$ cat config.mk
export PLATFORM = sky130hd
export DESIGN_NAME = dual_timer_counter
export DESIGN_NICKNAME = d
export VERILOG_FILES = /design/src/rtl/timer_pkg.sv /design/src/rtl/dual_timer_counter.sv
export VERILOG_INCLUDE_DIRS = /design/src /design/src/rtl
export SDC_FILE = /design/constraint.sdc
export NUM_CORES = 1
export LEC_CHECK = 0
export ABC_AREA = 1
export BUFFER_PORTS_ARGS = -buffer_cell sky130_fd_sc_hd__buf_4
export CORE_ASPECT_RATIO = 0.6
export CORE_MARGIN = 4
export CORE_UTILIZATION = 40
export CTS_CLUSTER_SIZE = 28
export DETAILED_ROUTE_END_ITERATION = 10
export PLACE_DENSITY_LB_ADDON = 0.08
export SLEW_MARGIN = 20
export SYNTH_ARGS = -nofsm -noshare
export SYNTH_HDL_FRONTEND = slang
export SYNTH_SLANG_ARGS = --single-unit
$ cat constraint.sdc
create_clock -name clock -period 3.4 [get_ports clock]
set_input_delay 0.51 -clock clock [delete_from_list [all_inputs] [get_ports clock]]
set_output_delay 0.51 -clock clock [all_outputs]
set_load 0.03 [all_outputs]
$ cat src/rtl/timer_defs.svh
// Offsets, bit positions, reset values and timing for the dual timer.
// Assumes an AHB-Lite slave with word-aligned registers.
`ifndef TIMER_DEFS_SVH
`define TIMER_DEFS_SVH
// Word indices (byte address = 4 * index)
`define IDX_CONTROL   4'h0
`define IDX_MODE      4'h1
`define IDX_T0_LOW    4'h2
`define IDX_T0_HIGH   4'h3
`define IDX_T1_LOW    4'h4
`define IDX_T1_HIGH   4'h5
`define IDX_STATUS    4'h6
`define IDX_MASK      4'h7
// Control/flag register bits
`define BIT_TF1       7
`define BIT_TR1       6
`define BIT_TF0       5
`define BIT_TR0       4
`define BIT_IE1       3
`define BIT_IT1       2
`define BIT_IE0       1
`define BIT_IT0       0
// Mode register fields
`define BIT_GATE1     7
`define BIT_CT1       6
`define BIT_GATE0     3
`define BIT_CT0       2
`define MODE1_MSB     5
`define MODE1_LSB     4
`define MODE0_MSB     1
`define MODE0_LSB     0
// Reset values
`define RST_BYTE      8'h00
`define RST_PINS      4'hF
// Oscillator clocks per machine cycle
`define MCYCLE_CLOCKS 12
`define MCYCLE_LAST   4'hB
`endif

$ cat src/rtl/timer_pkg.sv
// Types shared by the dual timer.
// Assumes timer_defs.svh for numeric constants.
package timer_pkg;
   typedef enum logic [1:0] {
      MODE_13BIT  = 2'b00,
      MODE_16BIT  = 2'b01,
      MODE_RELOAD = 2'b10,
      MODE_SPLIT  = 2'b11
   } timer_mode_t;
endpackage

$ cat src/rtl/dual_timer_counter.sv
// Two 8-bit-pair timer/counters with external interrupt edge flags.
// Assumes an AHB-Lite master, one clock, pins asynchronous to it.
//
// Local design decisions: the AHB-Lite interface to the registers and the placing of the registers.
`timescale 1ns/1ps
`include "timer_defs.svh"
module dual_timer_counter (
   input  wire logic        clock,
   input  wire logic        reset,
   input  wire logic        hsel,
   input  wire logic [31:0] haddr,
   input  wire logic [1:0]  htrans,
   input  wire logic        hwrite,
   input  wire logic [2:0]  hsize,
   input  wire logic [31:0] hwdata,
   input  wire logic        hready,
   output logic             hreadyout,
   output logic             hresp,
   output logic [31:0]      hrdata,
   input  wire logic        ext_irq0_pin,
   input  wire logic        ext_irq1_pin,
   input  wire logic        timer0_count_pin,
   input  wire logic        timer1_count_pin,
   input  wire logic        timer0_vector_ack,
   input  wire logic        timer1_vector_ack,
   input  wire logic        ext_irq0_vector_ack,
   input  wire logic        ext_irq1_vector_ack,
   output logic             timer1_overflow_pulse,
   output logic             irq
);
   logic [3:0]  sync1;
   logic [3:0]  sync2;
   logic [3:0]  sync3;
   logic [3:0]  filt;
   logic [1:0]  pin_prev;
   logic [1:0]  cnt_samp;
   logic [3:0]  prescale;
   logic        tick;
   logic        d_we;
   logic        d_rd;
   logic [3:0]  d_idx;
   logic        tf0;
   logic        tf1;
   logic        run0;
   logic        run1;
   logic        ie0;
   logic        ie1;
   logic        it0;
   logic        it1;
   logic [7:0]  mode_cfg;
   logic [7:0]  t0_lo;
   logic [7:0]  t0_hi;
   logic [7:0]  t1_lo;
   logic [7:0]  t1_hi;
   logic [3:0]  status;
   logic [3:0]  mask;
   logic [1:0]  m0;
   logic [1:0]  m1;
   logic [16:0] st0;
   logic [16:0] st1;
   logic        inc0;
   logic        inc1;
   logic        inc_split;
   logic        ovf0;
   logic        ovf1;
   logic        ovf_split;
   logic        set_tf1;
   logic [1:0]  fall;
   logic        set_ie0;
   logic        set_ie1;
   logic [7:0]  ctl_word;

   // One count step: {overflow, high, low}
   function automatic logic [16:0] step(input logic [1:0] mode,
                                        input logic [7:0] lo,
                                        input logic [7:0] hi);
      logic [13:0] c13;
      logic [16:0] c16;
      logic [8:0]  c8;
      c13 = {1'b0, hi, lo[4:0]} + 14'h0001;
      c16 = {1'b0, hi, lo} + 17'h0_0001;
      c8  = {1'b0, lo} + 9'h001;
      case (mode)
         // 13-bit count, low five bits of the low byte as prescaler
         // thirteen bit count
         timer_pkg::MODE_13BIT:  step = {c13[13], c13[12:5], lo[7:5], c13[4:0]};
         timer_pkg::MODE_16BIT:  step = c16;
         timer_pkg::MODE_RELOAD: step = {c8[8], hi, (c8[8] ? hi : c8[7:0])};
         default:                step = {1'b0, hi, lo};
      endcase
   endfunction

   // Next value of a flag that hardware sets and others clear
   function automatic logic flag_next(input logic cur, input logic set,
                                      input logic clr, input logic wr,
                                      input logic wdat);
      if (set) begin
         flag_next = 1'b1;
      end else if (clr) begin
         flag_next = 1'b0;
      end else if (wr) begin
         flag_next = wdat;
      end else begin
         flag_next = cur;
      end
   endfunction

   function automatic logic wsel(input logic [3:0] k);
      wsel = d_we && (d_idx == k);
   endfunction

   // Pin synchronisers with agreement filter
   always_ff @(posedge clock or posedge reset) begin
      if (reset) begin
         sync1 <= `RST_PINS;
         sync2 <= `RST_PINS;
         sync3 <= `RST_PINS;
         filt  <= `RST_PINS;
      end else begin
         sync1 <= {timer1_count_pin, timer0_count_pin, ext_irq1_pin, ext_irq0_pin};
         sync2 <= sync1;
         sync3 <= sync2;
         filt  <= (sync2 & ~(sync2 ^ sync3)) | (filt & (sync2 ^ sync3));
      end
   end

   always_ff @(posedge clock or posedge reset) begin
      if (reset) begin
         prescale <= 4'h0;
      end else if (prescale == `MCYCLE_LAST) begin
         prescale <= 4'h0;
      end else begin
         prescale <= prescale + 4'h1;
      end
   end
   assign tick = (prescale == `MCYCLE_LAST);

   // Count pin samples once per machine cycle, interrupt pins every clock
   always_ff @(posedge clock or posedge reset) begin
      if (reset) begin
         cnt_samp <= 2'b11;
         pin_prev <= 2'b11;
      end else begin
         pin_prev <= filt[1:0];
         if (tick) begin
            cnt_samp <= filt[3:2];
         end
      end
   end
   assign fall = pin_prev & ~filt[1:0];

   // AHB-Lite address phase capture
   always_ff @(posedge clock or posedge reset) begin
      if (reset) begin
         d_we  <= 1'b0;
         d_rd  <= 1'b0;
         d_idx <= 4'h0;
      end else if (hready) begin
         d_we  <= hsel && htrans[1] && hwrite;
         d_rd  <= hsel && htrans[1] && !hwrite;
         d_idx <= (haddr[31:6] == 26'h000_0000) ? haddr[5:2] : 4'hF;
      end
   end
   assign hreadyout = 1'b1;
   assign hresp     = 1'b0;

   assign ctl_word = {tf1, run1, tf0, run0, ie1, it1, ie0, it0};

   // read path, unmapped words read zero
   always_comb begin
      hrdata = 32'h0000_0000;
      if (d_rd) begin
         case (d_idx)
            `IDX_CONTROL: hrdata[7:0] = ctl_word;
            `IDX_MODE:    hrdata[7:0] = mode_cfg;
            `IDX_T0_LOW:  hrdata[7:0] = t0_lo;
            `IDX_T0_HIGH: hrdata[7:0] = t0_hi;
            `IDX_T1_LOW:  hrdata[7:0] = t1_lo;
            `IDX_T1_HIGH: hrdata[7:0] = t1_hi;
            `IDX_STATUS:  hrdata[3:0] = status;
            `IDX_MASK:    hrdata[3:0] = mask;
            default:      hrdata = 32'h0000_0000;
         endcase
      end
   end

   assign m0 = mode_cfg[`MODE0_MSB:`MODE0_LSB];
   assign m1 = mode_cfg[`MODE1_MSB:`MODE1_LSB];

   always_comb begin
      st0 = step(m0, t0_lo, t0_hi);
      st1 = step(m1, t1_lo, t1_hi);
      inc0 = run0 && (!mode_cfg[`BIT_GATE0] || filt[0]) &&
             (mode_cfg[`BIT_CT0] ? (tick && cnt_samp[0] && !filt[2]) : tick);
      inc1 = run1 && (!mode_cfg[`BIT_GATE1] || filt[1]) &&
             (m1 != timer_pkg::MODE_SPLIT) &&
             (mode_cfg[`BIT_CT1] ? (tick && cnt_samp[1] && !filt[3]) : tick);
      // split high byte on timer 1 run
      inc_split = (m0 == timer_pkg::MODE_SPLIT) && run1 && tick;
      ovf0 = inc0 && ((m0 == timer_pkg::MODE_SPLIT) ? (t0_lo == 8'hFF) : st0[16]);
      ovf1 = inc1 && st1[16];
      ovf_split = inc_split && (t0_hi == 8'hFF);
      // split owns the timer 1 flag
      set_tf1 = (m0 == timer_pkg::MODE_SPLIT) ? ovf_split : ovf1;
      set_ie0 = it0 ? fall[0] : !filt[0];
      set_ie1 = it1 ? fall[1] : !filt[1];
   end

   // Timer 0 count bytes
   // count bytes change only by count or write
   always_ff @(posedge clock or posedge reset) begin
      if (reset) begin
         t0_lo <= `RST_BYTE;
         t0_hi <= `RST_BYTE;
      end else begin
         if (inc0) begin
            if (m0 == timer_pkg::MODE_SPLIT) begin
               t0_lo <= t0_lo + 8'h01;
            end else begin
               t0_lo <= st0[7:0];
               t0_hi <= st0[15:8];
            end
         end
         if (inc_split) begin
            t0_hi <= t0_hi + 8'h01;
         end
         if (wsel(`IDX_T0_LOW)) begin
            t0_lo <= hwdata[7:0];
         end
         if (wsel(`IDX_T0_HIGH)) begin
            t0_hi <= hwdata[7:0];
         end
      end
   end

   // Timer 1 count bytes
   always_ff @(posedge clock or posedge reset) begin
      if (reset) begin
         t1_lo <= `RST_BYTE;
         t1_hi <= `RST_BYTE;
      end else begin
         if (inc1) begin
            t1_lo <= st1[7:0];
            t1_hi <= st1[15:8];
         end
         if (wsel(`IDX_T1_LOW)) begin
            t1_lo <= hwdata[7:0];
         end
         if (wsel(`IDX_T1_HIGH)) begin
            t1_hi <= hwdata[7:0];
         end
      end
   end

   // Overflow for a baud generator, free of the flag
   always_ff @(posedge clock or posedge reset) begin
      if (reset) begin
         timer1_overflow_pulse <= 1'b0;
      end else begin
         timer1_overflow_pulse <= ovf1;
      end
   end

   // Control bits and mode register
   // run bits by software
   always_ff @(posedge clock or posedge reset) begin
      if (reset) begin
         run0     <= 1'b0;
         run1     <= 1'b0;
         it0      <= 1'b0;
         it1      <= 1'b0;
         mode_cfg <= `RST_BYTE;
      end else begin
         if (wsel(`IDX_CONTROL)) begin
            run0 <= hwdata[`BIT_TR0];
            run1 <= hwdata[`BIT_TR1];
            it0  <= hwdata[`BIT_IT0];
            it1  <= hwdata[`BIT_IT1];
         end
         if (wsel(`IDX_MODE)) begin
            mode_cfg <= hwdata[7:0];
         end
      end
   end

   // overflow flags, set wins over vector clear
   // edge flags, set wins over service clear
   always_ff @(posedge clock or posedge reset) begin
      if (reset) begin
         tf0 <= 1'b0;
         tf1 <= 1'b0;
         ie0 <= 1'b0;
         ie1 <= 1'b0;
      end else begin
         tf0 <= flag_next(tf0, ovf0, timer0_vector_ack,
                          wsel(`IDX_CONTROL), hwdata[`BIT_TF0]);
         tf1 <= flag_next(tf1, set_tf1, timer1_vector_ack,
                          wsel(`IDX_CONTROL), hwdata[`BIT_TF1]);
         ie0 <= flag_next(ie0, set_ie0, ext_irq0_vector_ack,
                          wsel(`IDX_CONTROL), hwdata[`BIT_IE0]);
         ie1 <= flag_next(ie1, set_ie1, ext_irq1_vector_ack,
                          wsel(`IDX_CONTROL), hwdata[`BIT_IE1]);
      end
   end

   // Sticky event status, write one to clear, and mask
   always_ff @(posedge clock or posedge reset) begin
      if (reset) begin
         status <= 4'h0;
         mask   <= 4'h0;
      end else begin
         status <= (status & ~(wsel(`IDX_STATUS) ? hwdata[3:0] : 4'h0)) |
                   {fall[1], fall[0], set_tf1, ovf0};
         if (wsel(`IDX_MASK)) begin
            mask <= hwdata[3:0];
         end
      end
   end
   assign irq = |(status & mask);
endmodule

=== Word level (Yosys, flattened, before mapping) ===
Cells that the tools add are included.

* Bits in registers: 87
* Logic and storage cells: 167
* Bits of input ports: 82
* Output and inout bits: 36

* Muxes and demuxes: 39
* Equality and inequality tests: 21
* Reduce and logical (&&, ||, !) cells: 59
* Add/subtract/negate cells: 9
* Bitwise gates (word level): 11

{| class="wikitable"
|+ Operator list
! operator !! number
|-
| $mux W8 || 14
|-
| $pmux W17 S3 || 2
|-
| $add A16 B1 Y17 const B || 2
|-
| $pmux W4 S8 || 1
|-
| $add A13 B1 Y14 const B || 2
|-
| $logic_not A26 Y1 || 1
|-
| $logic_and A1 B1 Y1 || 25
|-
| $pmux W4 S6 || 1
|-
| $reduce_bool A3 Y1 || 7
|-
| $add A8 B1 Y9 const B || 2
|-
| $mux W1 || 18
|-
| $add A8 B1 Y8 const B || 2
|-
| $and A4 B4 Y4 || 4
|-
| $eq A4 B3 Y1 const B || 4
|-
| $eq A8 B8 Y1 const B || 2
|-
| $mux W4 || 3
|-
| $reduce_bool A4 Y1 || 3
|-
| $reduce_and A3 Y1 || 3
|-
| $eq A4 B2 Y1 const B || 2
|-
| $not A4 Y4 || 2
|-
| $or A4 B4 Y4 || 2
|-
| $logic_not A1 Y1 || 7
|-
| $eq A2 B2 Y1 const B || 3
|-
| $ne A2 B2 Y1 const B || 3
|-
| 17 further kinds || 24
|}

=== Longest topological paths before layout ===
Gate-level depths: netlist (run 1).

* Depth in word-level cells: 8
* Depth in mapped cells: 12
* Mapped depth without buffers: 12

=== Worst setup path after synthesis (run 1) ===
No wires, ideal clock.

* Path type: register to output
* Start: reg d_idx[2]
* End: out hrdata[4]
* Arrival time: 1.591 ns
* Cell stages (with the launch flop): 6
* Data required time: 2.890 ns
* Setup slack: 1.299 ns
* Path buffers: 0
* Path through: dfrtp_1 nor2_2 nand2_1 o22ai_1 a31oi_1 a21oi_1

* Cells in the longest elaborated chain, start to end: 3
* Elaborated cells between the ends (all ways): 8
* Those cells by class: eq/ne: 5; mux: 2; reduce/logical: 1

{| class="wikitable"
|+ RTL lines
! item !! RTL line !! RTL
|-
| start: declaration || dual_timer_counter.sv:41 || <nowiki>logic [3:0] d_idx;</nowiki>
|-
| start signal: assignment || dual_timer_counter.sv:161 || <nowiki>d_idx <= (haddr[31:6] == 26'h000_0000) ? haddr[5:2] : 4'hF;</nowiki>
|-
| $eq A4 B3 Y1, or another cell as far along || dual_timer_counter.sv:173 || <nowiki>case (d_idx)</nowiki>
|-
| $pmux W4 S6 (*) || dual_timer_counter.sv:173 ||
|-
| $mux W8 (*) || dual_timer_counter.sv:172 || <nowiki>if (d_rd) begin</nowiki>
|-
| end: declaration || dual_timer_counter.sv:19 || <nowiki>output logic [31:0] hrdata,</nowiki>
|}

Mark *: on every way between the ends. The rest lies on a longest branch, timed or not.

=== Final worst setup path (run 1) ===
* Start: reg d_idx[3]
* End: out hrdata[2]

* Cells in the longest elaborated chain, start to end: 3
* Elaborated cells between the ends (all ways): 10
* Those cells by class: eq/ne: 7; mux: 2; reduce/logical: 1

{| class="wikitable"
|+ RTL lines
! item !! RTL line
|-
| $eq A4 B3 Y1, or another cell as far along || dual_timer_counter.sv:173
|-
| $pmux W4 S8 (*) || dual_timer_counter.sv:173
|-
| $mux W8 (*) || dual_timer_counter.sv:172
|}

Marked as above.

==> results of run 1 <==
==> per-stage QoR <==
stage	setup slack (ns)	util, %	hold WS, ns
after floorplan	0.673	-	0.345
after global placement	0.903	45.5	0.345
after detailed placement	0.900	45.5	0.347
after CTS	0.465	47.5	0.254
after global routing	0.288	47.5	0.249
final	0.386	47.5	0.256
==> critical path: cells and delay by family (launching register included) <==
family          cells  cell delay, ns
simple gates        3            0.95
flops               1            0.41
compound gates      2            0.58
buf+inv             1            0.22
==> flip-flops by register name, indices dropped and copies added, names as in the netlist, 4 cells and up, named ones only <==
name and flops:
t0_hi 8, t0_lo 8, prescale 4, sync2 4
status 4, mask 4, sync1 4, sync3 4
t1_hi 8, t1_lo 8, d_idx 4, mode_cfg 8
==> Yosys cell counts (all sizes together) (3+ instances only) <==
cell    instances
a21oi          28
a31oi           8
buf            32
clkbuf          7
clkinv          8
dfrtp          67
dfstp          20
ha             12
inv           116
maj3            4
nand2         272
nand3          78
nand4          12
nor2          101
nor3           13
nor4            5
o211ai          3
o21ai          82
o22ai          29
or2             5
xor2            5
==> layout make-up <==
| type | count | share of cell area [%] |
|---|---|---|
| repair buffers | 63 | 6.70 |
| flip-flops and latches | 87 | 31.2 |
| clock inverters | 6 | 0.887 |
| multi-input cells | 695 | 47.6 |
| clock buffers | 10 | 3.39 |
| inverters | 124 | 6.67 |
| well taps | 198 | 3.51 |
==> cell families (layout without fill, tap and decap cells) <==
family,Yosys count,count (layout)
compound gates,156,156
xor+xnor,6,6
fa+ha+maj,16,16
buf+inv,163,203
flops,87,87
other cells,2,26
simple gates,491,491
==> layer usage <==
metal / track usage (%) / vias up / part of all wire (%)
met1: 38.8 / 2933 / 52
met4: 3.88 / 0 / 0.87
met3: 6.08 / 18 / 10
met5: 0 / - / 0
li1: - / 3064 / -
met2: 29.0 / 284 / 37
==> power groups by stage <==
stage,Sequential (mW),Clock (mW),Combinational [mW]
2_1_floorplan,1.14,0,0.235
3_3_place_gp,1.15,0,0.321
3_5_place_dp,1.15,0,0.321
4_1_cts,1.13,1.04,0.323
5_1_grt,1.14,1.10,0.369
6_report,1.13,1.03,0.327
==> how the worst min path moves through the flow <==
| stage | endpoint | depth (start not counted) |
|---|---|---|
| after floorplan | sync2[0] | 0 |
| after global placement | sync2[1] | 0 |
| after detailed placement | sync2[3] | 0 |
| after CTS | sync1[2] | 1 |
| after global routing | sync1[2] | 1 |
| final | sync1[2] | 1 |
==> placed cells by master, fill, tap and decap left out, types with 16 or more instances in the layout <==
cell,count
a21oi_1,27
conb_1,26
inv_2,16
dfrtp_1,67
nor2_1,90
dfstp_2,20
nand2_1,262
o21ai_1,21
nand3_1,75
inv_1,99
buf_4,63
o21ai_0,61
o22ai_1,29
==> flow_summary.json, run 1 <==
{
  "die_width_um": 169,
  "yosysTopAreaCell": "dfrtp_1",
  "switching_share_pct": 30.2,
  "start_util_pct": 41.8,
  "critPathLaunchType": "flop",
  "wl_per_cell_um": 17.4,
  "yosys-top-cells-area": "dfrtp_1 27%, nand2_1 16%, dfstp_2 8.5%",
  "synth_simple_gate_area_share_pct": 34.9,
  "postPlaceCellArea_sq_um": 6750,
  "grt_start_max_net_pins": 80,
  "synth-adder-area-share_pct": 3.06,
  "ant_nets": 0,
  "gp_congestion": 0.952,
  "cts-resized-gates": 0,
  "crit_type": "flop to primary output",
  "row_count": 34,
  "synth_top_family_by_area": "simple AND/OR/NAND/NOR gates",
  "drive_gt1_share_pct": 15.3,
  "vdd_ir_drop_max_mv": 0.215,
  "ys_async_sr_fraction_pct": 100,
  "post-place-cells": 1167,
  "fmax_mhz": 332,
  "gr-total-overflow": 0,
  "hold_class": "input pin to flop",
  "area_growth_syn_to_layout_pct": 13.7,
  "p_total_mw": 2.49,
  "cp.arrival_ns": 2.50,
  "synth_edf_count": 0,
  "multi_input_area_sq_um": 3360,
  "cp_common_cell": "nor2_1",
  "cp_slowest_cell": "nor2_1",
  "yosys.area.top_type_share_pct": 27.0,
  "synth_compound_area_share_pct": 13.8,
  "synth-seq-cells": 87,
  "crit_chain": "nor2_1 -> nand2_2 -> o22ai_1 -> nor2_1 -> a21oi_1 -> buf_4",
  "tightest_slew_ns": 0.748,
  "synth.distinct_cells": 44,
  "grt_pass1_wl_um": 32400,
  "comb_power_share_pct": 13.1,
  "rrSetupSlack_ns": 1.20,
  "powerDensity_nw_per_um2": 353,
  "synth_warnings": 0,
  "slowest_delay_ns": 0.57,
  "via_per_inst": 5.32,
  "fin_crit_ns": 3.01,
  "insertion_delay_ns": 0.35,
  "drc": 0,
  "cp-endpoint": "hrdata[2]",
  "leakagePower_nw": 3.77,
  "portBuffers": 61,
  "worstRegToRegCells": 11,
  "die_y_um": 104,
  "num_vias": 6299,
  "critical_path.startpoint": "d_idx[3]",
  "coreArea_sq_um": 14800,
  "outcome": "finished clean",
  "h-tree-depth": 3,
  "fin_skew_ns": 0.0100,
  "cts_tree": "done",
  "r2r_end": "t0_hi[7]",
  "clockBufferDepth": 2,
  "numCtsBuffers": 9,
  "synthCells": 921,
  "drv_slew": 0,
  "sequentialPowerShare_pct": 45.5,
  "clock_sinks": 87,
  "rsz0062_at_grt": "false",
  "postCtsSetupBuffers": 0,
  "dr.first_iter.drc_count": 739,
  "ctsHoldBuffers": 0,
  "worst-path-max-fanout": 11,
  "grtUsageTotal_pct": 23.2,
  "crit_required_ns": 2.89,
  "root_buffer": "clkbuf_16",
  "hold_viol_final": 0,
  "p_int_mw": 1.74,
  "p_sw_mw": 0.753,
  "antenna_found_initial": 0,
  "synth_mux_area_share_pct": 0,
  "end_kind": "primary output",
  "synth.avg_cell_area_sq_um": 6.74,
  "min_period_over_period_pct": 88.6,
  "ys_seq_area_share_pct": 35.5,
  "drt-total-wl_um": 20600,
  "grt_pass1_vias": 5793,
  "fillers": 1547,
  "worst_r2r_startpoint": "mode_cfg[0]",
  "stdcell_count": 1183,
  "dieArea_sq_um": 17600,
  "setup_viol": 0,
  "ios": 118,
  "drt_pre_antenna_iters": 5,
  "hold_start": "timer0_count_pin",
  "clk_pin_slew_ns": 0.08,
  "n_antenna_cell": 0,
  "fin_area_sq_um": 7060,
  "dp_hpwl_um": 15800,
  "synthFlopType": "dfrtp_1",
  "maxCapViolCount": 0,
  "register_area_sq_um": 2200,
  "setup_tns_ns": 0,
  "syn_area_sq_um": 6210,
  "power.share.clock_pct": 41.4,
  "max-slew-margin-rel_pct": 50.1,
  "nNetsFinal": 1074,
  "synthXorXnorAreaFrac_pct": 0.847
}
Note: power is estimated with default switching activity, not from simulation.
==> inputs of run 2 (changes only) <==
RECOVER_POWER = 100   (was default)
==> run 2 against run 1 <==
Via count is 0.29% higher; non-clock buffer count unchanged; total power shrank 0.10%; global-route usage did not move; critical path type unchanged; the flow now finishes with violations (max-capacitance violations, max-slew violations); largest power group unchanged; combinational power decreased by 2%.
==> flow_summary.json, run 2 (synthesized netlist as in run 1, its figures left out) <==
{
  "grt_pass1_vias": 5793,
  "slowest_delay_ns": 0.51,
  "rrSetupSlack_ns": 0.53,
  "critical-path-top-delay-family": "simple AND/OR/NAND/NOR gates",
  "hold_ws_ns": 0.258,
  "ios": 118,
  "antenna_found_initial": 0,
  "n_antenna_cell": 0,
  "final_common_cell": "nand2_1",
  "h-tree-depth": 3,
  "hold_viol_final": 0,
  "portBuffers": 61,
  "drc": 0,
  "sequentialPowerShare_pct": 45.5,
  "insertion_delay_ns": 0.35,
  "die_width_um": 169,
  "multi_input_area_sq_um": 3320,
  "power.share.clock_pct": 41.6,
  "outcome": "complete, but fails checks",
  "critPathLaunchType": "flop",
  "critical_path.startpoint": "d_idx[3]",
  "ant_nets": 0,
  "dr.first_iter.drc_count": 718,
  "hold_start": "timer0_count_pin",
  "powerDensity_nw_per_um2": 357,
  "crit_type": "flop to primary output",
  "leakagePower_nw": 3.71,
  "fillers": 1563,
  "cts_tree": "done",
  "numCtsBuffers": 9,
  "cts-resized-gates": 0,
  "p_total_mw": 2.49,
  "vdd_ir_drop_max_mv": 0.213,
  "area_growth_syn_to_layout_pct": 12.2,
  "gr-total-overflow": 0,
  "setup_tns_ns": 0,
  "register_area_sq_um": 2200,
  "comb_power_share_pct": 12.9,
  "tightest_slew_ns": 1.76,
  "row_count": 34,
  "gp_congestion": 0.952,
  "wl_met2_um": 7600,
  "met1Wirelength_um": 10900,
  "grt_start_max_net_pins": 80,
  "drt-total-wl_um": 20600,
  "fin_crit_ns": 3.07,
  "drv_slew": 80,
  "p_sw_mw": 0.755,
  "dp_hpwl_um": 15800,
  "worstRegToRegCells": 9,
  "fmax_mhz": 326,
  "clockBufferDepth": 2,
  "rsz0062_at_grt": "false",
  "cp_slowest_cell": "nor2_1",
  "fin_skew_ns": 0.00970,
  "cp.arrival_ns": 2.56,
  "hold_class": "input pin to flop",
  "start_util_pct": 41.8,
  "grt_pass1_wl_um": 32400,
  "crit_chain": "nor2_1 -> nand2_1 -> o22ai_1 -> nor3_1 -> nor2_1 -> clkbuf_1",
  "dieArea_sq_um": 17600,
  "wl_met3_um": 1940,
  "root_buffer": "clkbuf_16",
  "drt_pre_antenna_iters": 5,
  "ctsHoldBuffers": 0,
  "worst-path-max-fanout": 10,
  "die_y_um": 104,
  "grtUsageTotal_pct": 23.2,
  "cp.depth": 6,
  "cp_common_cell": "nor2_1",
  "p_int_mw": 1.74,
  "maxCapViolCount": 1,
  "min_period_over_period_pct": 90.2,
  "hold-path-cell-count": 1,
  "via_per_inst": 5.34,
  "clk_pin_slew_ns": 0.08,
  "drive_gt1_share_pct": 12.1,
  "setup_viol": 0,
  "crit_required_ns": 2.89,
  "worst_r2r_startpoint": "prescale[0]",
  "max-slew-margin-rel_pct": -17.6,
  "end_kind": "primary output",
  "wl_per_cell_um": 17.4,
  "layout_common_cells": "265 x nand2_1, 106 x inv_1, 92 x nor2_1",
  "violations": "max-capacitance violations, max-slew violations",
  "postCtsSetupBuffers": 0,
  "coreArea_sq_um": 14800,
  "clock_sinks": 87,
  "dr.max_layer_used": "met4",
  "critPathBufInv": 1,
  "num_vias": 6317,
  "switching_share_pct": 30.3,
  "nNetsFinal": 1074
}
-- run 2: cell count changes in the layout (fill, tap and decap cells not counted), moves of 7 or more --
cell,change
o21ai_1,-9
inv_1,+7
buf_4,-18
o21ai_0,+9
inv_2,-8
clkbuf_1,+12
-- run 2: metal layers --
metal | vias to the layer above | GRT usage [%]
li1 | 3076 | -
met2 | 277 | 29.0
met5 | - | 0
met3 | 15 | 6.08
met1 | 2949 | 38.8
met4 | 0 | 3.88
-- run 2: worst reg2reg max path: cells and delay by family, from the launching register on --
| family | cells | cell delay, ns |
|---|---|---|
| adders and majority gates | 1 | 0.19 |
| buffers and inverters | 1 | 0.28 |
| and+or+nand+nor | 7 | 1.98 |
| DFF | 1 | 0.37 |
-- run 2: path summary, 6_finish.rpt --
kind	end
min in group asynchronous	t0_lo[2]
max	hrdata[0]
max in group asynchronous	sync1[3]
min	sync1[2]
min reg2reg	sync2[3]
max reg2reg	t1_hi[6]
-- run 2: area by class of cell --
class	count	share of cell area, %
clock inverter	6	0.898
tap	198	3.56
clock buffer	10	3.43
inverter	124	6.74
sequential	87	31.6
multi-input combinational	695	47.7
timing repair buffer	63	6.11
-- run 2: power by group through the flow --
stage / sequential, mW / clock, mW / combinational (mW)
2_1_floorplan: 1.14 / 0 / 0.235
3_3_place_gp: 1.15 / 0 / 0.321
3_5_place_dp: 1.15 / 0 / 0.321
4_1_cts: 1.13 / 1.04 / 0.323
5_1_grt: 1.14 / 1.10 / 0.365
6_report: 1.13 / 1.04 / 0.321
-- run 2: stage by stage --
stage               instance area, sq um  cells  setup WS [ns]  utilization (%)
floorplan                           6300    945          0.673                -
global placement                    6750   1167          0.903             45.5
finish                              6970   1183          0.334             46.9
CTS                                 7050   1183          0.465             47.5
global route                        6970   1183          0.154             46.9
detailed placement                  6750   1167          0.900             45.5
